==> src/pkg/timer_map.svh <==
// Operation
// - Mode 00/01 keeps channels 3, 4 independent
// - Mode 10 joins channels 3, 4 complementary
// - Mode 11 joins channels 3, 4 reset-synchronized
// - A code 000 compares, pin unchanged
// - A code 001 drives A low on match
// - A code 010 drives A high on match
// - A code 011 toggles A on match
// - A codes 100/101 capture rising/falling edge
// - A code 11x captures both edges
// - B codes 000-011 pick compare output action
// - B codes 100/101/11x capture on edges
// - Counter wrap FFFF to 0000 sets overflow
// - Flag writes only clear, ones ignored
`ifndef TIMER_MAP_SVH
`define TIMER_MAP_SVH

// Register indices; byte address is four times the index
`define IDX_COUNTER_CONTROL 8'h64
`define IDX_PIN_FUNCTION 8'h65
`define IDX_IRQ_MASK 8'h66
`define IDX_STATUS 8'h67
`define IDX_COUNTER 8'h68
`define IDX_GENERAL_A 8'h6A
`define IDX_GENERAL_B 8'h6C
`define IDX_FUNCTION 8'h73

// Field positions
`define POS_FLAG_A 0
`define POS_FLAG_B 1
`define POS_FLAG_OVF 2
`define POS_COMB_LO 4
`define POS_COMB_HI 5
`define POS_MODE_A 0
`define POS_MODE_B 4
`define POS_CLOCK_SEL 0
`define POS_EDGE_SEL 3
`define POS_CLEAR_SEL 5

// Reset values and read-as-one masks of reserved bits
`define RST_COUNTER_CONTROL 8'h80
`define RST_PIN_FUNCTION 8'h88
`define RST_FUNCTION 8'hC0
`define RST_GENERAL 16'hFFFF
`define RST_COUNTER 16'h0000
`define ONES_STATUS 8'hF8
`define ONES_COUNTER_CONTROL 8'h80
`define ONES_PIN_FUNCTION 8'h88
`define ONES_FUNCTION 8'hCF
`define COUNT_MAX 16'hFFFF

`endif

==> src/pkg/timer_pkg.sv <==
package timer_pkg;

  typedef logic [15:0] count_type;

  typedef enum logic [1:0] {
    clear_none_type = 2'h0,
    clear_on_a_type = 2'h1,
    clear_on_b_type = 2'h2,
    clear_sync_type = 2'h3
  } clear_source_type;

  typedef enum logic [1:0] {
    comb_normal_type = 2'h0,
    comb_normal_alt_type = 2'h1,
    comb_complementary_type = 2'h2,
    comb_reset_sync_type = 2'h3
  } comb_mode_type;

endpackage : timer_pkg

==> src/hdl/count_tick.sv <==
`timescale 1ns/1ps
module count_tick (
  input wire logic pclk,
  input wire logic presetn,
  input wire logic [2:0] clock_select,
  input wire logic [1:0] edge_select,
  input wire logic [3:0] ext_clk,
  output logic tick
);

  logic [2:0] divider;
  logic ext_prev;
  logic ext_now;
  logic int_tick;
  logic ext_tick;

  always_ff @(posedge pclk or negedge presetn) begin
    if (!presetn) begin
      divider <= 3'h0;
    end else begin
      divider <= divider + 3'h1;
    end
  end

  // Internal rates 1, 1/2, 1/4, 1/8 of pclk
  always_comb begin
    case (clock_select[1:0])
      2'h0: int_tick = 1'b1;
      2'h1: int_tick = divider[0];
      2'h2: int_tick = &divider[1:0];
      default: int_tick = &divider;
    endcase
  end

  assign ext_now = ext_clk[clock_select[1:0]];

  always_ff @(posedge pclk or negedge presetn) begin
    if (!presetn) begin
      ext_prev <= 1'b0;
    end else begin
      ext_prev <= ext_now;
    end
  end

  always_comb begin
    case (edge_select)
      2'h0: ext_tick = ext_now & ~ext_prev;
      2'h1: ext_tick = ~ext_now & ext_prev;
      default: ext_tick = ext_now ^ ext_prev;
    endcase
  end

  assign tick = clock_select[2] ? ext_tick : int_tick;

endmodule : count_tick

==> src/hdl/compare_capture.sv <==
`timescale 1ns/1ps
module compare_capture (
  input wire logic pclk,
  input wire logic presetn,
  input wire logic [2:0] mode,
  input wire logic tick,
  input wire timer_pkg::count_type counter,
  input wire timer_pkg::count_type general,
  input wire logic pin_in,
  output logic match,
  output logic capture,
  output logic pin_out
);

  logic pin_prev;
  logic rise;
  logic fall;

  always_ff @(posedge pclk or negedge presetn) begin
    if (!presetn) begin
      pin_prev <= 1'b0;
    end else begin
      pin_prev <= pin_in;
    end
  end

  assign rise = pin_in & ~pin_prev;
  assign fall = ~pin_in & pin_prev;

  // Compare only on a count tick so a held value matches once
  assign match = ~mode[2] & tick & (counter == general);

  always_comb begin
    case (mode[1:0])
      2'h0: capture = mode[2] & rise;
      2'h1: capture = mode[2] & fall;
      default: capture = mode[2] & (rise | fall);
    endcase
  end

  always_ff @(posedge pclk or negedge presetn) begin
    if (!presetn) begin
      pin_out <= 1'b0;
    end else if (match) begin
      case (mode[1:0])
        2'h1: pin_out <= 1'b0;
        2'h2: pin_out <= 1'b1;
        2'h3: pin_out <= ~pin_out;
        default: pin_out <= pin_out;
      endcase
    end
  end

endmodule : compare_capture

==> src/hdl/timer_channel.sv <==
// Decided for this implementation: the APB register port.
`timescale 1ns/1ps
`include "timer_map.svh"
module timer_channel (
  input wire logic pclk,
  input wire logic presetn,
  input wire logic psel,
  input wire logic penable,
  input wire logic pwrite,
  input wire logic [31:0] paddr,
  input wire logic [31:0] pwdata,
  input wire logic [3:0] pstrb,
  output logic [31:0] prdata,
  output logic pready,
  output logic pslverr,
  input wire logic [3:0] ext_clk,
  input wire logic sync_clear,
  input wire logic capture_in_a,
  input wire logic capture_in_b,
  output logic compare_out_a,
  output logic compare_out_b,
  output logic complementary_pwm,
  output logic reset_sync_pwm,
  output logic counter_cleared,
  output logic irq
);

  ////////////////////////////////////////////////////////////////////////////////
  // Registers and decode

  logic [7:0] counter_control;
  logic [7:0] pin_function;
  logic [7:0] function_control;
  logic [2:0] irq_mask;
  logic [2:0] flags;
  logic [2:0] read_armed;
  timer_pkg::count_type counter;
  timer_pkg::count_type general_a;
  timer_pkg::count_type general_b;

  logic setup;
  logic access;
  logic wr;
  logic rd;
  logic tick;
  logic match_a;
  logic match_b;
  logic cap_a;
  logic cap_b;
  logic pin_a;
  logic pin_b;
  logic clear_hit;
  logic wrap;
  logic [2:0] events;
  logic [2:0] flag_clear;
  logic [31:0] next_prdata;
  logic next_slverr;
  timer_pkg::clear_source_type clear_source;
  timer_pkg::comb_mode_type comb_mode;
  logic lane0_wr;
  logic sel_counter_control;
  logic sel_pin_function;
  logic sel_irq_mask;
  logic sel_status;
  logic sel_counter;
  logic sel_general_a;
  logic sel_general_b;
  logic sel_function;

  // Decode reused by read mux, writes and error response
  function automatic logic hit(input logic [31:0] addr, input logic [7:0] index);
    hit = (addr[31:10] == 22'h0) && (addr[9:2] == index) && (addr[1:0] == 2'h0);
  endfunction : hit

  function automatic logic mapped(input logic [31:0] addr);
    mapped = hit(addr, `IDX_COUNTER_CONTROL) || hit(addr, `IDX_PIN_FUNCTION) ||
             hit(addr, `IDX_IRQ_MASK) || hit(addr, `IDX_STATUS) ||
             hit(addr, `IDX_COUNTER) || hit(addr, `IDX_GENERAL_A) ||
             hit(addr, `IDX_GENERAL_B) || hit(addr, `IDX_FUNCTION);
  endfunction : mapped

  assign setup = psel & ~penable;
  assign access = psel & penable & pready;
  assign wr = access & pwrite & ~pslverr;
  assign rd = access & ~pwrite & ~pslverr;
  assign clear_source = timer_pkg::clear_source_type'(counter_control[`POS_CLEAR_SEL +: 2]);
  assign comb_mode = timer_pkg::comb_mode_type'(function_control[`POS_COMB_LO +: 2]);
  assign lane0_wr = wr & pstrb[0];

  // One select per register so the read mux and every writer agree
  assign sel_counter_control = hit(paddr, `IDX_COUNTER_CONTROL);
  assign sel_pin_function = hit(paddr, `IDX_PIN_FUNCTION);
  assign sel_irq_mask = hit(paddr, `IDX_IRQ_MASK);
  assign sel_status = hit(paddr, `IDX_STATUS);
  assign sel_counter = hit(paddr, `IDX_COUNTER);
  assign sel_general_a = hit(paddr, `IDX_GENERAL_A);
  assign sel_general_b = hit(paddr, `IDX_GENERAL_B);
  assign sel_function = hit(paddr, `IDX_FUNCTION);

  ////////////////////////////////////////////////////////////////////////////////
  // APB response, zero wait states

  always_comb begin
    next_prdata = 32'h0;
    next_slverr = 1'b0;
    if (sel_counter_control) begin
      next_prdata[7:0] = counter_control | `ONES_COUNTER_CONTROL;
    end else if (sel_pin_function) begin
      next_prdata[7:0] = pin_function | `ONES_PIN_FUNCTION;
    end else if (sel_irq_mask) begin
      next_prdata[2:0] = irq_mask;
    end else if (sel_status) begin
      next_prdata[7:0] = {5'h1F, flags};
    end else if (sel_counter) begin
      next_prdata[15:0] = counter;
    end else if (sel_general_a) begin
      next_prdata[15:0] = general_a;
    end else if (sel_general_b) begin
      next_prdata[15:0] = general_b;
    end else if (sel_function) begin
      next_prdata[7:0] = function_control | `ONES_FUNCTION;
    end else begin
      next_slverr = 1'b1;
    end
  end

  always_ff @(posedge pclk or negedge presetn) begin
    if (!presetn) begin
      pready <= 1'b0;
      pslverr <= 1'b0;
      prdata <= 32'h0;
    end else begin
      // Zero wait states: the answer always stands in the cycle after setup
      pready <= setup;
      pslverr <= setup & next_slverr;
      prdata <= (setup & ~pwrite) ? next_prdata : 32'h0;
    end
  end

  ////////////////////////////////////////////////////////////////////////////////
  // Control registers; only byte lane 0 holds 8-bit fields

  always_ff @(posedge pclk or negedge presetn) begin
    if (!presetn) begin
      counter_control <= `RST_COUNTER_CONTROL;
    end else if (lane0_wr && sel_counter_control) begin
      counter_control <= pwdata[7:0] | `ONES_COUNTER_CONTROL;
    end
  end

  always_ff @(posedge pclk or negedge presetn) begin
    if (!presetn) begin
      pin_function <= `RST_PIN_FUNCTION;
    end else if (lane0_wr && sel_pin_function) begin
      pin_function <= pwdata[7:0] | `ONES_PIN_FUNCTION;
    end
  end

  always_ff @(posedge pclk or negedge presetn) begin
    if (!presetn) begin
      function_control <= `RST_FUNCTION;
    end else if (lane0_wr && sel_function) begin
      function_control <= pwdata[7:0] | `ONES_FUNCTION;
    end
  end

  always_ff @(posedge pclk or negedge presetn) begin
    if (!presetn) begin
      irq_mask <= 3'h0;
    end else if (lane0_wr && sel_irq_mask) begin
      irq_mask <= pwdata[2:0];
    end
  end

  ////////////////////////////////////////////////////////////////////////////////
  // Channel 3/4 coupling signals

  always_ff @(posedge pclk or negedge presetn) begin
    if (!presetn) begin
      complementary_pwm <= 1'b0;
      reset_sync_pwm <= 1'b0;
    end else begin
      case (comb_mode)
        timer_pkg::comb_complementary_type: begin
          complementary_pwm <= 1'b1;
          reset_sync_pwm <= 1'b0;
        end
        timer_pkg::comb_reset_sync_type: begin
          complementary_pwm <= 1'b0;
          reset_sync_pwm <= 1'b1;
        end
        timer_pkg::comb_normal_type, timer_pkg::comb_normal_alt_type: begin
          complementary_pwm <= 1'b0;
          reset_sync_pwm <= 1'b0;
        end
        default: begin
          complementary_pwm <= 1'b0;
          reset_sync_pwm <= 1'b0;
        end
      endcase
    end
  end

  ////////////////////////////////////////////////////////////////////////////////
  // Counter

  count_tick u_tick (
    .pclk(pclk),
    .presetn(presetn),
    .clock_select(counter_control[`POS_CLOCK_SEL +: 3]),
    .edge_select(counter_control[`POS_EDGE_SEL +: 2]),
    .ext_clk(ext_clk),
    .tick(tick)
  );

  always_comb begin
    case (clear_source)
      timer_pkg::clear_on_a_type: clear_hit = match_a | cap_a;
      timer_pkg::clear_on_b_type: clear_hit = match_b | cap_b;
      timer_pkg::clear_sync_type: clear_hit = sync_clear;
      default: clear_hit = 1'b0;
    endcase
  end

  // A clear on the wrapping tick still counts as overflow
  assign wrap = tick & (counter == `COUNT_MAX);

  always_ff @(posedge pclk or negedge presetn) begin
    if (!presetn) begin
      counter <= `RST_COUNTER;
    end else if (wr && sel_counter) begin
      counter <= pwdata[15:0];
    end else if (clear_hit) begin
      counter <= `RST_COUNTER;
    end else if (tick) begin
      counter <= counter + 16'h0001;
    end
  end

  always_ff @(posedge pclk or negedge presetn) begin
    if (!presetn) begin
      counter_cleared <= 1'b0;
    end else begin
      counter_cleared <= clear_hit;
    end
  end

  ////////////////////////////////////////////////////////////////////////////////
  // General registers

  compare_capture u_unit_a (
    .pclk(pclk),
    .presetn(presetn),
    .mode(pin_function[`POS_MODE_A +: 3]),
    .tick(tick),
    .counter(counter),
    .general(general_a),
    .pin_in(capture_in_a),
    .match(match_a),
    .capture(cap_a),
    .pin_out(pin_a)
  );

  compare_capture u_unit_b (
    .pclk(pclk),
    .presetn(presetn),
    .mode(pin_function[`POS_MODE_B +: 3]),
    .tick(tick),
    .counter(counter),
    .general(general_b),
    .pin_in(capture_in_b),
    .match(match_b),
    .capture(cap_b),
    .pin_out(pin_b)
  );

  // Capture beats a software write in the same cycle
  always_ff @(posedge pclk or negedge presetn) begin
    if (!presetn) begin
      general_a <= `RST_GENERAL;
    end else if (cap_a) begin
      general_a <= counter;
    end else if (wr && sel_general_a) begin
      general_a <= pwdata[15:0];
    end
  end

  always_ff @(posedge pclk or negedge presetn) begin
    if (!presetn) begin
      general_b <= `RST_GENERAL;
    end else if (cap_b) begin
      general_b <= counter;
    end else if (wr && sel_general_b) begin
      general_b <= pwdata[15:0];
    end
  end

  always_ff @(posedge pclk or negedge presetn) begin
    if (!presetn) begin
      compare_out_a <= 1'b0;
      compare_out_b <= 1'b0;
    end else begin
      compare_out_a <= pin_a;
      compare_out_b <= pin_b;
    end
  end

  ////////////////////////////////////////////////////////////////////////////////
  // Status flags and interrupt

  assign events[`POS_FLAG_A] = match_a | cap_a;
  assign events[`POS_FLAG_B] = match_b | cap_b;
  assign events[`POS_FLAG_OVF] = wrap;

  // Only a zero written to a bit already read as one clears it
  assign flag_clear = (lane0_wr && sel_status) ?
                      (~pwdata[2:0] & read_armed) : 3'h0;

  always_ff @(posedge pclk or negedge presetn) begin
    if (!presetn) begin
      read_armed <= 3'h0;
    end else if (rd && sel_status) begin
      read_armed <= flags;
    end else begin
      read_armed <= read_armed & ~flag_clear;
    end
  end

  // A new event wins over a clear in the same cycle
  always_ff @(posedge pclk or negedge presetn) begin
    if (!presetn) begin
      flags <= 3'h0;
    end else begin
      flags <= (flags & ~flag_clear) | events;
    end
  end

  always_ff @(posedge pclk or negedge presetn) begin
    if (!presetn) begin
      irq <= 1'b0;
    end else begin
      irq <= |(flags & irq_mask);
    end
  end

endmodule : timer_channel

==> config.mk <==
export PLATFORM = sky130hd
export DESIGN_NAME = timer_channel
export DESIGN_NICKNAME = d
export VERILOG_FILES = /design/src/pkg/timer_pkg.sv /design/src/hdl/count_tick.sv /design/src/hdl/compare_capture.sv /design/src/hdl/timer_channel.sv
export VERILOG_INCLUDE_DIRS = /design/src /design/src/pkg
export SDC_FILE = /design/constraint.sdc
export NUM_CORES = 1
export LEC_CHECK = 0
export BUFFER_PORTS_ARGS = -buffer_cell sky130_fd_sc_hd__buf_2
export CAP_MARGIN = 10
export CORE_UTILIZATION = 25
export DETAILED_ROUTE_END_ITERATION = 7
export PLACE_DENSITY = 0.51
export SLEW_MARGIN = 20
export SYNTH_ARGS = -nofsm -noshare
export SYNTH_HDL_FRONTEND = slang
export SYNTH_SLANG_ARGS = --single-unit
export TNS_END_PERCENT = 5
==> constraint.sdc <==
create_clock -name pclk -period 4.1 [get_ports pclk]
set_input_delay 0.205 -clock pclk [delete_from_list [all_inputs] [get_ports pclk]]
set_output_delay 0.205 -clock pclk [all_outputs]
set_load 0.005 [all_outputs]
==> out/metrics.cfg, run 1 <==
[synthesis]
synth_top_area_share_pct = 29.2
synthTopCellsByArea = dfrtp_1 29%, dfstp_2 14%, mux2i_1 6.0%
synth-edff-count = 0
ys_types = 66
synthArstFlopShare_pct = 100
syn_area_um2 = 6170
yosysWarnings = 0
yosysMostFrequentCell = dfrtp_1
avgSynthCellArea_um2 = 9.85
yosysTopAreaCell = dfrtp_1
seq_area_frac_synth_pct = 42.8
synth-seq-cells = 104
synth_cells = 626
synth_top_cells_by_count = 72 x dfrtp_1, 62 x nand2_1, 52 x nor2_1
yosys_most_used_dff = dfrtp_1

[routing]
routed_wl_um = 17500
drtPass1Iterations = 6
via_per_inst = 4.67
drc = 0
drt_iter0_markers = 234
vias = 4769
wl_per_cell_um = 17.1
ant_nets = 0

[die]
die_area_um2 = 25300
start_util_pct = 25.4
core_um2 = 24200
row_count = 57
io_pins = 120
die_y_um = 159
die_x_um = 159

[sta]
relSlewSlack_pct = 34.3
worst_pin_slew_ns = 0.985
tns_ns = 0
period_share_pct = 74.5
fmax_ghz = 0.327
slew_viol_final = 0
min_period_ns = 3.06
setup_violations = 0
finalClockSkew_ns = 0.0103
hold_viol = 0
rsz0062_at_grt = false

[status]
outcome = finished clean

[clock_network]
numCtsBuffers = 9
cts_tree = yes
clkTransAtPathRegs_ns = 0.08
cts_resized = 0
hold_buffers = 3
clockBufferDepth = 2
insertion_delay_ns = 0.37
numClockSinks = 104
clockRootBuffer = clkbuf_16
htree_num_levels = 3
cts_setup_buffers = 0

[place]
io_buffers = 84
place_congestion = 0.841
dp_hpwl_um = 13000
placed_area_um2 = 6810

[final_layout]
finalInstanceArea_um2 = 7160
drive_gt1_share_pct = 27.0
n_antenna_cell = 0
synthToLayoutAreaGrowth_pct = 16.1
fin_nets = 781

[worst_setup_path]
crit_chain = mux4_1 > ha_1 > mux2_4 > o211a_4 > o211ai_2 > o21ai_0 > a32o_1 > buf_4 > o31ai_2
cp-start-kind = flip-flop
critPathMaxStageDelay_ns = 0.66
reg2reg_slack_ns = 1.04
worst-path-buf-inv = 1
path_max_fanout = 17
cp-end-kind = flip-flop
crit_arrival_ns = 3.32
crit_type = reg2reg
critPathTopFamily = compound AO/OA/AOI/OAI gates
slowest_stage = mux4_1
required_ns = 4.37

[global_route]
grt_max_degree = 43
grt_pass1_vias = 4962
grt_pass1_wl_um = 28000
overflow = 0
grt_antenna_before_repair = 1
grt_usage_pct = 14.3

[min_path]
hold_path_class = in2reg

[pwr]
peakVddDrop_mv = 0.194
power_per_cell_area_nw_per_um2 = 291
power_leakage_nw = 3.41

[job]
drv_cap = 0

## registers in the layout, indices dropped and copies added, names as in the netlist
name	count
u_unit_a.pin_out	1
u_tick.divider	3
pready	1
irq	1
prdata	16
u_tick.ext_prev	1
irq_mask	3
general_b	16
u_unit_b.pin_prev	1
counter_cleared	1
compare_out_b	1
reset_sync_pwm	1
flags	3
read_armed	3
counter_control	7
complementary_pwm	1
function_control	2
pslverr	1
u_unit_b.pin_out	1
compare_out_a	1
pin_function	6
counter	16
u_unit_a.pin_prev	1
general_a	16
## power breakdown
part,switching (mW),internal [mW],leakage (nW)
Sequential,0.00148,1.03,1.30
Combinational,0.0804,0.0440,1.95
Clock,0.436,0.493,0.154
## placed cells by master, fill, tap and decap left out, types with 4 or more instances in the layout
master and n:
nand3b_1 4, xor2_1 36, o31ai_2 9, conb_1 16, o2111ai_1 4, nand2b_1 6
clkbuf_16 9, buf_2 83, a22oi_1 15, nand4_1 5, nand3_1 10, xnor2_1 11
a21oi_1 34, a22o_1 11, inv_8 4, mux2_2 20, nand2_1 62, nor2_1 52
dfrtp_1 72, nor4_1 10, dfstp_2 32, mux2i_1 37, nor3_1 7, o31ai_1 7
ha_1 9, buf_4 11, nor2b_1 7, and3_1 9, o21ai_0 30, inv_1 18
## layer usage
layer / wire (um) / vias up / global-route usage, % / share of wire [%]
li1: - / 2315 / - / -
met2: 8370 / 121 / 23.8 / 48
met4: 342 / 0 / 4.90 / 2.0
met5: 0 / - / 0 / 0
met3: 696 / 22 / 2.55 / 4.0
met1: 8070 / 2311 / 18.8 / 46
## cell type report
class,instances,area [um^2]
Multi-Input combinational cell,462,3200
Fill cell,2559,17100
Sequential cell,104,2640
Clock buffer,9,225
Clock inverter,7,91.3
Inverter,18,67.6
Timing Repair Buffer,97,528
Tap cell,324,405
## cell families after synthesis
family                     after synthesis  share of synthesized area (%)
muxes                                   59                           10.3
adders and majority gates                9                           1.83
AOI/OAI and AO/OA                      140                           16.4
buffers and inverters                   75                           6.31
and+or+nand+nor                        191                           15.6
other                                    1                         0.0608
xor gates and xnor gates                47                           6.67
DFF                                    104                           42.8
## worst paths after layout
check                                          startpoint  depth (start not counted)                           to
max                        counter_control[0]$_DFFE_PN0P_                          9      counter[13]$_DFFE_PN0P_
min                                               penable                          2             pready$_DFF_PN0_
max reg2reg                counter_control[0]$_DFFE_PN0P_                          9      counter[13]$_DFFE_PN0P_
min reg2reg                  u_unit_b.pin_out$_DFFE_PN0P_                          0      compare_out_b$_DFF_PN0_
max in group asynchronous                         presetn                          3    general_a[13]$_DFFE_PN1P_
min in group asynchronous                         presetn                          2  u_tick.divider[0]$_DFF_PN0_
## stage by stage
stage	cells	utilization (%)	power (mW)	worst slack (ns)	hold WS (ns)
floorplan	641	-	1.10	1.28	-0.0906
global placement	1002	28.1	1.17	1.08	0.155
detailed placement	1002	28.1	1.17	1.04	0.158
CTS	1021	29.5	2.12	1.01	0.0222
global route	1021	29.5	2.17	0.859	0.0328
finish	1021	29.5	2.08	1.04	0.0288
Power figures use the tool's default switching activity.
==> run 2, diff against run 1 <==
- clock period: 4.1 -> 3 ns (I/O delays scaled with it)
==> out/metrics.cfg, run 2 (same netlist as run 1, synthesis figures left out) <==
[sta]
slew_viol_final = 0
worst_pin_slew_ns = 0.588
fmax_ghz = 0.355
rsz0062_at_grt = false
setup_ws_ns = 0.182
min_period_ns = 2.82
setup_violations = 0
finalClockSkew_ns = 0.0113
tns_ns = 0
relSlewSlack_pct = 60.7
period_share_pct = 93.9
timing.hold.ws_ns = 0.0394
hold_viol = 0

[final_layout]
mostFrequentLayoutCell = buf_2
fin_nets = 801
final_cell_mix = 83 x buf_2, 72 x dfrtp_1, 62 x nand2_1, 52 x nor2_1, 37 x mux2i_1
n_antenna_cell = 0
drive_gt1_share_pct = 29.1
finalInstanceArea_um2 = 7330
synthToLayoutAreaGrowth_pct = 18.8
num-fill-cells = 2550
instances_no_fill = 1041

[worst_setup_path]
cp-start-kind = flip-flop
crit_arrival_ns = 3.09
r2r-start = counter_control[0]$_DFFE_PN0P_
cp-end-kind = flip-flop
rr_worst_depth = 9
r2r_end = counter[1]$_DFFE_PN0P_
required_ns = 3.27
reg2reg_slack_ns = 0.18
path_max_fanout = 17
crit_type = reg2reg

[min_path]
hold_path_class = in2reg
holdCritStartpoint = pwdata[12]
hold_end = counter[12]$_DFFE_PN0P_
min_path_cells = 3

[clock_network]
clkTransAtPathRegs_ns = 0.08
numClockSinks = 104
htree_num_levels = 3
cts_tree = yes
insertion_delay_ns = 0.36
clockRootBuffer = clkbuf_16
cts_setup_buffers = 0
clockBufferDepth = 2
numCtsBuffers = 9

[routing]
ant_nets = 0
vias = 4952
drtPass1Iterations = 5
drc = 0
drt_iter0_markers = 255
wl_per_cell_um = 17.2
routed_wl_um = 17900
via_per_inst = 4.76

[job]
drv_cap = 0

[die]
io_pins = 120
die_x_um = 159
row_count = 57
start_util_pct = 25.4
core_um2 = 24200
die_y_um = 159
die_area_um2 = 25300

[global_route]
overflow = 0
grt_antenna_before_repair = 0
grt_max_degree = 65
grt_pass1_wl_um = 28600
grt_usage_pct = 14.7
grt_pass1_vias = 4834

[pwr]
power_leakage_nw = 3.52
peakVddDrop_mv = 0.263
power_per_cell_area_nw_per_um2 = 391

[place]
io_buffers = 84
dp.cells = 1021
dp_hpwl_um = 13300
pre_cts_slack_ns = 0.0886
place_congestion = 0.878
placed_area_um2 = 6970

[status]
outcome = finished clean

==> run 2: layer usage <==
metal  track usage, %  vias to the layer above  part of all wire, %
li1                 -                     2363                    -
met1             20.3                     2432                   48
met2             23.1                      141                   46
met3             2.42                       16                  3.9
met4             5.20                        0                  2.0
met5                0                        -                    0
==> run 2: report_power, final <==
group / switching, mW / total [mW] / internal [mW]
logic: 0.112 / 0.174 / 0.0620
registers: 0.00207 / 1.41 / 1.41
clock network: 0.607 / 1.28 / 0.676
total: 0.721 / 2.87 / 2.14
==> run 2: how the worst max path moves through the flow <==
stage	cells past startpoint	to	start	slack, ns
floorplan	10	counter[10]$_DFFE_PN0P_	counter_control[0]$_DFFE_PN0P_	0.18
detailed placement	9	counter[1]$_DFFE_PN0P_	counter_control[0]$_DFFE_PN0P_	0.09
finish	9	counter[1]$_DFFE_PN0P_	counter_control[0]$_DFFE_PN0P_	0.18
global placement	9	counter[15]$_DFFE_PN0P_	counter_control[0]$_DFFE_PN0P_	0.15
global route	9	counter[10]$_DFFE_PN0P_	counter_control[0]$_DFFE_PN0P_	0.005
CTS	9	counter[10]$_DFFE_PN0P_	counter_control[0]$_DFFE_PN0P_	0.06
==> run 2: stage by stage <==
stage	utilization (%)	total power, mW
floorplan	-	1.51
global placement	28.7	1.61
detailed placement	28.7	1.61
CTS	30.2	2.91
global route	30.2	2.98
finish	30.2	2.87
==> run 2: timing repair <==
| item | CTS | global route |
|---|---|---|
| hold endpoints to repair | 35 | 0 |
| resized for setup | 0 | 2 |
| endpoints found under the setup margin | 0 | 16 |
| hold buffers | 4 | 0 |
==> run 2: critical path, stage by stage, from the launching register on <==
cell and delay [ns]:
dfrtp_1 0.37, mux4_2 0.55, ha_1 0.22, mux2_4 0.27
o211a_4 0.26, o211ai_2 0.18, o21ai_0 0.13, a32o_1 0.24
buf_4 0.21, o31ai_1 0.28
==> run 2: layout make-up <==
cell class / count / area [um^2] / area share (%)
timing repair buffer: 117 / 693 / 9.46
sequential: 104 / 2640 / 36.1
tap: 324 / 405 / 5.53
inverter: 18 / 67.6 / 0.922
clock buffer: 9 / 225 / 3.07
clock inverter: 7 / 95.1 / 1.30
multi-input combinational: 462 / 3200 / 43.7
